**src/pgp_pkg.sv**
```systemverilog
// package of constants and types for the port 6 gpio block
package pgp_pkg;

    // =========================================================
    // widths
    localparam int unsigned PGP_PINS   = 8;
    localparam int unsigned PGP_AW     = 12;
    localparam int unsigned PGP_DW     = 32;
    localparam int unsigned PGP_SGSW   = 4;

    // =========================================================
    // register byte offsets
    localparam logic [11:0] PGP_OFS_LATCH  = 12'h000;
    localparam logic [11:0] PGP_OFS_DIR    = 12'h004;
    localparam logic [11:0] PGP_OFS_PULLUP = 12'h008;
    localparam logic [11:0] PGP_OFS_LCDCTL = 12'h00C;

    // =========================================================
    // reset values
    localparam logic [7:0] PGP_RST_LATCH  = 8'h00;
    localparam logic [7:0] PGP_RST_DIR    = 8'h00;
    localparam logic [7:0] PGP_RST_PULLUP = 8'h00;
    localparam logic [3:0] PGP_RST_SGS    = 4'h0;

    // =========================================================
    // read values and field positions
    localparam logic [7:0] PGP_DIR_READ   = 8'hFF;
    localparam int unsigned PGP_SGS_LSB   = 0;
    localparam int unsigned PGP_HI_LSB    = 4;

    // =========================================================
    // bus phase
    typedef enum logic [1:0] {
        PGP_IDLE,
        PGP_ACCESS
    } pgp_state_t;

endpackage

```
**src/pgp_pin.sv**
```systemverilog
// one port pin: function select, drive and pull-up
`timescale 1ns/1ps
`default_nettype none
module pgp_pin (
    // configuration
    input  wire logic is_seg,
    input  wire logic dir,
    input  wire logic latch,
    input  wire logic pullup_en,
    // segment source
    input  wire logic seg_level,
    // pin side
    output logic      pad_o,
    output logic      pad_oe_n,
    output logic      pad_pu
);
    always_comb begin
        if (is_seg) begin
            pad_o    = seg_level;
            pad_oe_n = 1'b0;
        end else begin
            pad_o    = latch;
            pad_oe_n = ~dir;
        end
        pad_pu = ~is_seg & ~dir & pullup_en;
    end
endmodule
`default_nettype wire

```
**src/pgp_top.sv**
```systemverilog
// port 6 gpio with pull-up control and lcd segment sharing
`timescale 1ns/1ps
`default_nettype none
module pgp_top (
    // clock and reset
    input  wire logic                      pclk,
    input  wire logic                      presetn,
    // apb slave
    input  wire logic                      psel,
    input  wire logic                      penable,
    input  wire logic                      pwrite,
    input  wire logic [pgp_pkg::PGP_AW-1:0] paddr,
    input  wire logic [pgp_pkg::PGP_DW-1:0] pwdata,
    input  wire logic [3:0]                pstrb,
    output logic [pgp_pkg::PGP_DW-1:0]     prdata,
    output logic                           pready,
    output logic                           pslverr,
    // lcd segment levels for segments 9..16
    input  wire logic [7:0]                seg_level,
    // pins
    input  wire logic [7:0]                pin_i,
    output logic [7:0]                     pin_o,
    output logic [7:0]                     pin_oe_n,
    output logic [7:0]                     pin_pu
);
    import pgp_pkg::*;

    // =========================================================
    // state
    pgp_state_t        st_q, st_d;
    logic [7:0]        latch_q, latch_d;
    logic [7:0]        dir_q, dir_d;
    logic [7:0]        pu_q, pu_d;
    logic [3:0]        sgs_q, sgs_d;
    logic [PGP_DW-1:0] rdata_q, rdata_d;
    logic              rdy_q, rdy_d;
    logic              err_q, err_d;
    logic [7:0]        po_q, po_d;
    logic [7:0]        poe_q, poe_d;
    logic [7:0]        ppu_q, ppu_d;
    logic [7:0]        pin_s_q;

    // =========================================================
    // segment decode
    logic       hi_gpio;
    logic       lo_gpio;
    logic [7:0] is_seg;
    logic [7:0] c_o;
    logic [7:0] c_oe_n;
    logic [7:0] c_pu;

    always_comb begin
        unique case (sgs_q)
            4'h0: begin
                hi_gpio = 1'b1;
                lo_gpio = 1'b1;
            end
            4'h1: begin
                hi_gpio = 1'b1;
                lo_gpio = 1'b1;
            end
            4'h2: begin
                hi_gpio = 1'b1;
                lo_gpio = 1'b1;
            end
            4'h3: begin
                hi_gpio = 1'b1;
                lo_gpio = 1'b0;
            end
            4'h4: begin
                hi_gpio = 1'b0;
                lo_gpio = 1'b0;
            end
            4'h5: begin
                hi_gpio = 1'b0;
                lo_gpio = 1'b0;
            end
            4'h6: begin
                hi_gpio = 1'b0;
                lo_gpio = 1'b0;
            end
            4'h7: begin
                hi_gpio = 1'b0;
                lo_gpio = 1'b0;
            end
            4'h8: begin
                hi_gpio = 1'b0;
                lo_gpio = 1'b0;
            end
            4'h9: begin
                hi_gpio = 1'b0;
                lo_gpio = 1'b0;
            end
            4'hA: begin
                hi_gpio = 1'b0;
                lo_gpio = 1'b0;
            end
            4'hB: begin
                hi_gpio = 1'b0;
                lo_gpio = 1'b1;
            end
            4'hC: begin
                hi_gpio = 1'b1;
                lo_gpio = 1'b1;
            end
            4'hD: begin
                hi_gpio = 1'b1;
                lo_gpio = 1'b1;
            end
            4'hE: begin
                hi_gpio = 1'b1;
                lo_gpio = 1'b1;
            end
            4'hF: begin
                hi_gpio = 1'b1;
                lo_gpio = 1'b1;
            end
        endcase
        is_seg  = {{4{~hi_gpio}}, {4{~lo_gpio}}};
    end

    // =========================================================
    // pin cells
    genvar g;
    generate
        for (g = 0; g < PGP_PINS; g++) begin : g_pin
            pgp_pin u_pin (
                .is_seg    (is_seg[g]),
                .dir       (dir_q[g]),
                .latch     (latch_q[g]),
                .pullup_en (pu_q[g]),
                .seg_level (seg_level[g]),
                .pad_o     (c_o[g]),
                .pad_oe_n  (c_oe_n[g]),
                .pad_pu    (c_pu[g])
            );
        end
    endgenerate

    // =========================================================
    // address decode
    logic       sel_latch;
    logic       sel_dir;
    logic       sel_pullup;
    logic       sel_lcdctl;
    logic       hit;

    always_comb begin
        sel_latch  = (paddr == PGP_OFS_LATCH);
        sel_dir    = (paddr == PGP_OFS_DIR);
        sel_pullup = (paddr == PGP_OFS_PULLUP);
        sel_lcdctl = (paddr == PGP_OFS_LCDCTL);
        hit        = sel_latch | sel_dir | sel_pullup | sel_lcdctl;
    end

    // =========================================================
    // bus phase
    logic       take;
    logic       wr_en;
    logic       rd_en;

    always_comb begin
        st_d  = st_q;
        rdy_d = 1'b0;
        err_d = 1'b0;
        take  = 1'b0;
        unique case (st_q)
            PGP_IDLE: begin
                // setup phase seen, access follows
                if (psel && !penable) begin
                    st_d = PGP_ACCESS;
                end
            end
            PGP_ACCESS: begin
                // answer one cycle into the access phase
                if (psel && penable && !rdy_q) begin
                    take  = 1'b1;
                    rdy_d = 1'b1;
                    err_d = ~hit;
                end else if (rdy_q) begin
                    st_d = PGP_IDLE;
                end
            end
        endcase
        // writes need byte lane 0
        wr_en = take & pwrite & hit & pstrb[0];
        rd_en = take & ~pwrite;
    end

    always_ff @(posedge pclk or negedge presetn) begin
        if (!presetn) begin
            st_q  <= PGP_IDLE;
            rdy_q <= 1'b0;
            err_q <= 1'b0;
        end else begin
            st_q  <= st_d;
            rdy_q <= rdy_d;
            err_q <= err_d;
        end
    end

    // =========================================================
    // port registers
    always_comb begin
        latch_d = latch_q;
        dir_d   = dir_q;
        pu_d    = pu_q;
        if (wr_en && sel_latch) begin
            latch_d = pwdata[7:0];
        end
        if (wr_en && sel_dir) begin
            dir_d = pwdata[7:0];
        end
        if (wr_en && sel_pullup) begin
            pu_d = pwdata[7:0];
        end
    end

    always_ff @(posedge pclk or negedge presetn) begin
        if (!presetn) begin
            latch_q <= PGP_RST_LATCH;
            dir_q   <= PGP_RST_DIR;
            pu_q    <= PGP_RST_PULLUP;
        end else begin
            latch_q <= latch_d;
            dir_q   <= dir_d;
            pu_q    <= pu_d;
        end
    end

    // =========================================================
    // lcd port control
    always_comb begin
        sgs_d = sgs_q;
        if (wr_en && sel_lcdctl) begin
            sgs_d = pwdata[PGP_SGS_LSB +: PGP_SGSW];
        end
    end

    always_ff @(posedge pclk or negedge presetn) begin
        if (!presetn) begin
            sgs_q <= PGP_RST_SGS;
        end else begin
            sgs_q <= sgs_d;
        end
    end

    // =========================================================
    // input sampler
    logic [7:0] pin_s_d;

    always_comb begin
        pin_s_d = pin_i;
    end

    always_ff @(posedge pclk or negedge presetn) begin
        if (!presetn) begin
            pin_s_q <= 8'h00;
        end else begin
            pin_s_q <= pin_s_d;
        end
    end

    // =========================================================
    // read data
    logic [7:0] rb;
    logic [7:0] rb_latch;

    always_comb begin
        rb_latch = (dir_q & latch_q) | (~dir_q & pin_s_q);
        if (sel_latch) begin
            rb = rb_latch;
        end else if (sel_dir) begin
            rb = PGP_DIR_READ;
        end else if (sel_pullup) begin
            rb = pu_q;
        end else if (sel_lcdctl) begin
            rb = {4'h0, sgs_q};
        end else begin
            rb = 8'h00;
        end
        rdata_d = rdata_q;
        if (rd_en) begin
            rdata_d = {24'h000000, rb};
        end
    end

    always_ff @(posedge pclk or negedge presetn) begin
        if (!presetn) begin
            rdata_q <= 32'h00000000;
        end else begin
            rdata_q <= rdata_d;
        end
    end

    // =========================================================
    // pin outputs
    always_comb begin
        po_d  = c_o;
        poe_d = c_oe_n;
        ppu_d = c_pu;
    end

    always_ff @(posedge pclk or negedge presetn) begin
        if (!presetn) begin
            po_q  <= 8'h00;
            poe_q <= 8'hFF;
            ppu_q <= 8'h00;
        end else begin
            po_q  <= po_d;
            poe_q <= poe_d;
            ppu_q <= ppu_d;
        end
    end

    // =========================================================
    // outputs
    assign prdata   = rdata_q;
    assign pready   = rdy_q;
    assign pslverr  = err_q;
    assign pin_o    = po_q;
    assign pin_oe_n = poe_q;
    assign pin_pu   = ppu_q;

endmodule
`default_nettype wire

```
**config.mk**
```make
export PLATFORM = sky130hd
export DESIGN_NAME = pgp_top
export DESIGN_NICKNAME = d
export VERILOG_FILES = /design/src/pgp_pkg.sv /design/src/pgp_pin.sv /design/src/pgp_top.sv
export SDC_FILE = /design/constraint.sdc
export NUM_CORES = 1
export LEC_CHECK = 0
export ABC_AREA = 1
export BUFFER_PORTS_ARGS = -buffer_cell sky130_fd_sc_hd__buf_2
export CORE_MARGIN = 4
export CORE_UTILIZATION = 25
export DETAILED_ROUTE_END_ITERATION = 8
export MAX_ROUTING_LAYER = met4
export PLACE_DENSITY = 0.56
export SYNTH_ARGS = -nofsm -noshare
export SYNTH_HDL_FRONTEND = slang
export SYNTH_HIERARCHICAL = 1
export SYNTH_SLANG_ARGS = --single-unit
```
**constraint.sdc**
```tcl
create_clock -name pclk -period 1.75 [get_ports pclk]
set_input_delay 0.175 -clock pclk [delete_from_list [all_inputs] [get_ports pclk]]
set_output_delay 0.175 -clock pclk [all_outputs]
set_load 0.01 [all_outputs]
```
==> results of run 1 <==
==> per-stage QoR <==
step           worst slack (ns)  std cells  cell area [um^2]  hold WS (ns)  total power (W)
6_report                 0.3490        637              4279       0.04809         0.003926
5_1_grt                  0.2279        637              4279       0.04806         0.004081
4_1_cts                  0.3079        635              4274       0.03533         0.003973
3_5_place_dp             0.3055        610              3859        0.1934         0.001966
3_3_place_gp             0.3310        610              3859        0.1804         0.001958
2_1_floorplan            0.4430        384              3420       -0.1206         0.001876
==> final timing paths <==
check,start,endpoint,slack [ns],cells past startpoint
setup / recovery,pready,latch_q[7],0.35,6
hold / removal,seg_level[1],pin_o[1],0.05,3
setup reg to reg,pready,latch_q[7],0.35,6
hold reg to reg,prdata[3],prdata[3],0.48,2
max in group asynchronous,presetn,pin_oe_n[4],0.77,3
min in group asynchronous,presetn,pin_o[3],0.36,2
==> cell families (layout without fill, tap and decap cells) <==
logic type / after synthesis / count (layout) / share of synthesized area, %
other: 1 / 26 / 0.1125
xor gates and xnor gates: 2 / 2 / 0.5256
AOI/OAI and AO/OA: 40 / 40 / 8.258
and+or+nand+nor: 159 / 159 / 23.76
buffers and inverters: 88 / 167 / 13.74
DFF: 71 / 71 / 53.60
==> worst reg2reg max path, stage by stage (launching register included) <==
cell and delay [ns]:
dfrtp_1 0.37, inv_1 0.11, nand4_4 0.14, nor2_8 0.19
nand3_4 0.25, nand2_1 0.16, o21ai_2 0.06
==> synth_stat cells, drive strengths merged <==
| cell type | count | area [um^2] |
|---|---|---|
| nand2 | 105 | 419.2 |
| dfrtp | 63 | 1577 |
| inv | 59 | 221.5 |
| o21ai | 38 | 261.5 |
| nand3 | 32 | 202.7 |
| buf | 29 | 236.5 |
| nor2 | 21 | 148.9 |
| dfstp | 8 | 210.2 |
| a21oi | 1 | 5.000 |
| a22o | 1 | 8.760 |
| conb | 1 | 3.750 |
| nand4 | 1 | 21.27 |
| xnor2 | 1 | 8.760 |
| xor2 | 1 | 8.760 |
==> report_power, final <==
part	switching, W	internal, W
clock network	0.000656	0.00132
registers	0.0000200	0.00167
logic	0.000157	0.0000959
==> placed cells by master (no fill, tap or decap), drive strengths merged <==
cell,synthesis,layout
xnor2,1,1
diode,0,2
a22o,1,1
dfrtp,63,63
inv,59,59
nand3,32,32
nor2,21,21
dlygate4sd3,0,9
conb,1,24
buf,29,83
dfstp,8,8
nand4,1,1
bufinv,0,2
clkinv,0,1
nand2,105,105
xor2,1,1
o21ai,38,38
a21oi,1,1
clkbuf,0,13
==> state kept, by name, summed over array words and instances, names as in the netlist <==
name / count
pin_s_q: 8
pin_oe_n: 8
pready: 1
pin_o: 8
sgs_q: 4
pin_pu: 8
pu_q: 8
prdata: 8
latch_q: 8
dir_q: 8
pslverr: 1
st_q: 1
==> per-layer routing <==
metal | track usage (%) | vias to the layer above | routed length [um]
li1 | - | 1263 | -
met1 | 13.21 | 1134 | 3209
met2 | 16.45 | 82 | 3512
met3 | 3.385 | 12 | 580
met4 | 5.398 | 0 | 165
met5 | - | - | 0
==> cell type report <==
cell class | count | area (um^2)
Multi-Input combinational cell | 225 | 1175
Tap cell | 172 | 215.2
Clock buffer | 13 | 260.3
Inverter | 59 | 221.5
Fill cell | 1361 | 8546
Sequential cell | 71 | 1787
Antenna cell | 2 | 5.005
Clock inverter | 3 | 65.06
Timing Repair Buffer | 92 | 550.5
==> impl_metrics.tcl, run 1 <==
set metrics [dict create \
    status "finished, final reports clean" \
    slew_violations 0 \
    synth_area_um2 3333 \
    crit_fanout 16 \
    final_util_pct 33.37 \
    dieArea_um2 15240 \
    track_usage_pct 10.90 \
    tritoncts "done" \
    critPathMaxStageDelay_ns 0.37 \
    timing.slew.headroom_pct 63.95 \
    fin_skew_ns 0.002447 \
    drive_gt1_share_pct 36.29 \
    die_x_um 123.5 \
    nets 527 \
    numPortBuffers 75 \
    synth_seq_cells 71 \
    cts_setup_buffers 0 \
    die_h_um 123.5 \
    cts-resized-gates 0 \
    crit_chain "inv_1 -> nand4_4 -> nor2_8 -> nand3_4 -> nand2_1 -> o21ai_2" \
    crit_buf_inv 1 \
    vias 2491 \
    wl_per_cell_um 11.72 \
    clk_pin_slew_ns 0.05 \
    yosys_warnings 6 \
    area_growth_syn_to_layout_pct 28.38 \
    hold_path.class "primary input to flip-flop" \
    cts_max_level 3 \
    ir_worst_vdd_v 0.0004405 \
    cts_buffers 9 \
    p_per_area_nw_per_um2 917.4 \
    critPathArrivalTime_ns 1.61 \
    cpMaxStageDelayCell "dfrtp_1" \
    drc 0 \
    ys_types 24 \
    syn_avg_cell_area_um2 9.233 \
    cts_buffer_depth 2 \
    antenna_left 0 \
    overflow 0 \
    antenna_found_initial 2 \
    hold_violations 0 \
    required_ns 1.96 \
    vias_per_cell 3.911 \
    criticalPathCategory "flip-flop to flip-flop" \
    root_buffer "clkbuf_16" \
    insertion_delay_ns 0.33 \
    place_hpwl_mm 5.677 \
    gp_congestion 0.7924 \
    grt_max_degree 31 \
    maxCapViolations 0 \
    end_kind "flip-flop" \
    worstMarginPinSlew_ns 0.5407 \
    rows 41 \
    grt_pass1_wl_mm 12.14 \
    grt_pass1_vias 2468 \
    final.min_clock_period_ns 1.401 \
    seq_area_frac_synth_pct 53.60 \
    crit_family "simple AND/OR/NAND/NOR gates" \
    first_pass_iters 5 \
    setup_tns_ns 0 \
    syn_inst 361 \
    fmax_mhz 713.8 \
    start_util_pct 25.99 \
    cts_sinks 71 \
    wirelength_mm 7.468 \
    core_um2 12820 \
    setup_viol 0 \
    postCtsHoldBufs 9 \
    rsz0062_at_grt "no" \
    drt_iter0_markers 105 \
    leakagePower_nw 2.217 \
    crit_path_start_kind "flip-flop" \
    finalCritPeriodShare_pct 80.06 \
    io_pins 127 \
]
(Power assumes the default switching activity.)
==> run 2, diff against run 1 <==
Settings changed: PLACE_DENSITY 0.56 to 0.58.
Clock period 1.75 ns to 1.2 ns, I/O delays scaled along.
==> run 2 against run 1 <==
  * The flow now finishes with violations (setup timing)
  * Design area is 12% higher
  * Non-clock buffer count is 30 higher
  * Sequential power is 46% higher
  * Combinational power is 89% higher
  * Sequential cell count stayed put
  * Via count is 6.1% higher
==> impl_metrics.tcl, run 2 (synthesis results as in run 1) <==
set metrics [dict create \
    grt_pass1_vias 2605 \
    antenna_left 0 \
    die_x_um 123.5 \
    nets 558 \
    cts_buffers 9 \
    leakagePower_nw 2.425 \
    insertion_delay_ns 0.33 \
    place_hpwl_mm 5.792 \
    place_ws_ns -0.1410 \
    setup_viol 33 \
    fin_skew_ns 0.004513 \
    final_cells 666 \
    io_pins 127 \
    pwr-share-seq_pct 43.5 \
    track_usage_pct 11.47 \
    criticalPathCategory "flip-flop to flip-flop" \
    numPortBuffers 75 \
    wl_per_cell_um 12.34 \
    crit_path_start_kind "flip-flop" \
    drive_gt1_share_pct 46.36 \
    antenna_found_initial 0 \
    slew_violations 0 \
    rows 41 \
    dieArea_um2 15240 \
    cts_sinks 71 \
    combPwrFrac_pct 8.4 \
    maxCapViolations 0 \
    tritoncts "done" \
    area_growth_syn_to_layout_pct 43.81 \
    vias 2644 \
    p_int_w 0.004432 \
    layout_common_cells "75 x buf_2, 64 x nand2_1, 63 x dfrtp_1, 41 x inv_1, 35 x nand2_2" \
    crit_fanout 8 \
    gp_congestion 0.7651 \
    hold_violations 0 \
    wirelength_mm 8.216 \
    finalCritPeriodShare_pct 112.0 \
    drc 0 \
    hold_path.class "primary input to flip-flop" \
    end_kind "flip-flop" \
    final.min_clock_period_ns 1.344 \
    vias_per_cell 3.970 \
    final_common_cell "buf_2" \
    violations "setup timing" \
    power_switching_w 0.001240 \
    start_util_pct 25.99 \
    grt_max_degree 36 \
    rsz0062_at_grt "yes" \
    root_buffer "clkbuf_16" \
    cts_max_level 3 \
    dp.cells 624 \
    pwr-share-clk_pct 48.1 \
    critPathArrivalTime_ns 1.57 \
    fmax_mhz 743.9 \
    core_um2 12820 \
    setup_slack_ns -0.1442 \
    status "complete, but fails checks" \
    drt_iter0_markers 135 \
    ir_worst_vdd_v 0.0006363 \
    p_per_area_nw_per_um2 1183 \
    die_h_um 123.5 \
    diodes 0 \
    clk_pin_slew_ns 0.06 \
    cts_buffer_depth 2 \
    p_sw_share_pct 21.86 \
    grt_pass1_wl_mm 12.78 \
    overflow 0 \
    first_pass_iters 4 \
    required_ns 1.42 \
]
[run 2: path summary, 6_finish.rpt]
kind                                start          end  slack, ns  cells past startpoint
worst max-delay path               pready     dir_q[4]      -0.14                      7
worst min-delay path                 psel      st_q[0]       0.07                      2
worst max register to register     pready     dir_q[4]      -0.14                      7
worst min register to register  prdata[7]    prdata[7]       0.48                      2
max in group asynchronous         presetn  pin_oe_n[6]       0.36                      3
min in group asynchronous         presetn   latch_q[2]       0.26                      2
[run 2: repair_timing]
action	4_1_cts	5_1_grt
resized for setup	24	34
gates cloned	1	1
buffers inserted	6	1
pin swaps	7	14
endpoints found under the hold margin	27	0
setup endpoints to repair	53	48
hold buffers	17	0
[run 2: stage by stage]
step / util, % / hold WS [ns] / area, um^2 / TNS [ns] / power, W
after global routing: 37.38 / 0.06557 / 4793 / -6.716 / 0.005904
after global placement: 31.36 / 0.06907 / 4021 / -4.096 / 0.002912
after floorplan: - / -0.1756 / 3440 / -1.156 / 0.002737
after detailed placement: 31.36 / 0.06702 / 4021 / -5.030 / 0.002923
final: 37.38 / 0.06668 / 4793 / -3.000 / 0.005671
after CTS: 36.30 / 0.05293 / 4656 / -3.737 / 0.005750
[run 2: power groups by stage]
stage / Combinational (W) / Sequential [W] / Clock [W]
final: 0.000477 / 0.00247 / 0.00273
after global routing: 0.000536 / 0.00247 / 0.00290
after CTS: 0.000486 / 0.00247 / 0.00280
after detailed placement: 0.000414 / 0.00251 / 0
after global placement: 0.000406 / 0.00251 / 0
after floorplan: 0.000223 / 0.00251 / 0
[run 2: final cells by class]
cell class	count	area, um^2
Fill cell	1319	8031
Sequential cell	71	1787
Multi-Input combinational cell	226	1365
Timing Repair Buffer	122	882.1
Clock buffer	13	270.3
Inverter	59	234.0
Tap cell	172	215.2
Clock inverter	3	40.04
[run 2: routing by layer]
layer / track usage, % / wire, um / vias up
met2: 17.70 / 4034 / 68
met1: 14.05 / 3499 / 1240
met4: 4.983 / 156 / 0
met3: 3.248 / 526 / 10
li1: - / - / 1326
met5: - / 0 / -
[run 2: worst max-delay path: stages, from the launching register on]
cell and delay [ns]:
dfrtp_1 0.38, inv_2 0.08, nand4_4 0.12, nor2_8 0.21
nand3_4 0.14, clkbuf_16 0.21, nand2_4 0.06, o21ai_2 0.04
==> run 3, diff against run 2 <==
Settings changed: GPL_ROUTABILITY_DRIVEN from default to 0, PLACE_DENSITY 0.58 to 0.55.
==> run 3 against run 2 <==
  * The run still ends with setup timing left
  * Global-route usage grew 0.15 points
  * Combinational power fell by 7.3%
  * Worst setup slack better by 0.053 ns
  * Design area decreased by 3.0%
  * Power shrank 6.0%
  * Sequential cell count unchanged
  * Die area is the same
  * Clock skew increased by 0.0021 ns
  * Non-clock buffer count increased by 1
  * Sequential power hardly changed
  * Highest routed layer unchanged
==> impl_metrics.tcl, run 3 (synthesis results as in run 1) <==
set metrics [dict create \
    diodes 0 \
    crit_fanout 8 \
    antenna_left 0 \
    drive_gt1_share_pct 43.72 \
    required_ns 1.45 \
    hold_slack_ns 0.009957 \
    setup_tns_ns -2.137 \
    cts_sinks 71 \
    critPathArrivalTime_ns 1.54 \
    total_power_w 0.005332 \
    track_usage_pct 11.62 \
    wl_per_cell_um 12.45 \
    grt_max_degree 72 \
    drt_iter0_markers 155 \
    setup_slack_ns -0.09103 \
    io_pins 127 \
    leakagePower_nw 2.387 \
    violations "setup timing" \
    antenna_found_initial 0 \
    end_kind "flip-flop" \
    cts_buffers 9 \
    first_pass_iters 4 \
    grt_pass1_vias 2608 \
    hold_path.class "primary input to flip-flop" \
    fin_skew_ns 0.006599 \
    dieArea_um2 15240 \
    nets 559 \
    die_h_um 123.5 \
    final.min_clock_period_ns 1.291 \
    rr_worst_depth 6 \
    hold_depth 3 \
    cts_buffer_depth 2 \
    cts_max_level 3 \
    tritoncts "done" \
    slew_violations 0 \
    die_x_um 123.5 \
    rsz0062_at_grt "yes" \
    final_common_cell "nand2_1" \
    crit_path_start_kind "flip-flop" \
    root_buffer "clkbuf_16" \
    rows 41 \
    overflow 0 \
    criticalPathCategory "flip-flop to flip-flop" \
    maxCapViolations 0 \
    layout_common_cells "77 x nand2_1, 74 x buf_2, 63 x dfrtp_1, 40 x inv_1, 28 x nand3_1" \
    finalCritPeriodShare_pct 107.6 \
    insertion_delay_ns 0.33 \
    hold_violations 0 \
    fmax_mhz 774.6 \
    start_util_pct 25.99 \
    wirelength_mm 8.293 \
    fillCellCount 1333 \
    numPortBuffers 75 \
    cpMaxStageDelayCell "dfrtp_1" \
    critPathMaxStageDelay_ns 0.38 \
    ir_worst_vdd_v 0.0007548 \
    drc 0 \
    p_per_area_nw_per_um2 1147 \
    setup_viol 33 \
    vias 2629 \
    place_ws_ns -0.1215 \
    area_growth_syn_to_layout_pct 39.53 \
    grt_pass1_wl_mm 13.05 \
    clk_pin_slew_ns 0.05 \
    core_um2 12820 \
    final_util_pct 36.26 \
    status "complete, but fails checks" \
    crit_chain "inv_2 -> nand4_4 -> nor2_8 -> buf_6 -> nand3_4 -> o21ai_1" \
    vias_per_cell 3.947 \
    place_hpwl_mm 5.654 \
]
[run 3: cell types whose count changed in the layout (fill, tap and decap cells not counted), moves of 2 or more]
| cell | before | now |
|---|---|---|
| buf_4 | 18 | 23 |
| buf_12 | 6 | 4 |
| nand2_1 | 64 | 77 |
| inv_4 | 3 | 0 |
| nand2_2 | 35 | 26 |
| o21ai_0 | 9 | 12 |
| nand2_4 | 6 | 2 |
| clkbuf_1 | 1 | 3 |
| o21ai_1 | 9 | 6 |
| inv_2 | 14 | 19 |
[run 3: per-stage QoR]
step	cell area (um^2)	std cells
CTS	4566	662
global placement	4026	626
floorplan	3440	384
finish	4651	666
detailed placement	4026	626
global route	4651	666
[run 3: report_power, final]
part / switching (W) / leakage, nW / internal (W)
clock network: 0.000921 / 0.133 / 0.00150
logic: 0.000254 / 1.31 / 0.000189
registers: 0.0000304 / 0.943 / 0.00244
total: 0.00120 / 2.39 / 0.00413
[run 3: final timing paths]
kind | from | end | slack (ns)
min | seg_level[0] | pin_o[0] | 0.01
max | pready | pu_q[1] | -0.09
min in group asynchronous | presetn | pin_o[1] | 0.34
max reg2reg | pready | pu_q[1] | -0.09
max in group asynchronous | presetn | pin_oe_n[6] | 0.50
min reg2reg | prdata[5] | prdata[5] | 0.48
[run 3: cell type report]
| cell class | count | area [um^2] | share of cell area (%) |
|---|---|---|---|
| Clock buffer | 14 | 264.0 | 5.677 |
| Inverter | 59 | 221.5 | 4.762 |
| Sequential cell | 71 | 1787 | 38.42 |
| Tap cell | 172 | 215.2 | 4.627 |
| Timing Repair Buffer | 123 | 864.6 | 18.59 |
| Multi-Input combinational cell | 226 | 1294 | 27.82 |
| Clock inverter | 1 | 5.005 | 0.1076 |
[run 3: critical path: cells and delay by family, from the launching register on]
family | cells | cell delay, ns
compound gates | 1 | 0.17
buf+inv | 2 | 0.21
flops | 1 | 0.38
simple gates | 3 | 0.45
[run 3: metal layers]
layer	part of all wire, %	GRT usage [%]
met3	7.7	3.843
met4	1.8	4.983
met1	43	14.13
met2	47	17.67
met5	0	-
[run 3: timing repair]
item,in CTS,in global routing
resized for setup,19,13
setup buffers,4,3
cloned,1,1
pin swaps,3,7
endpoints found under the hold margin,78,0
setup endpoints to repair,54,53
hold buffers,16,0
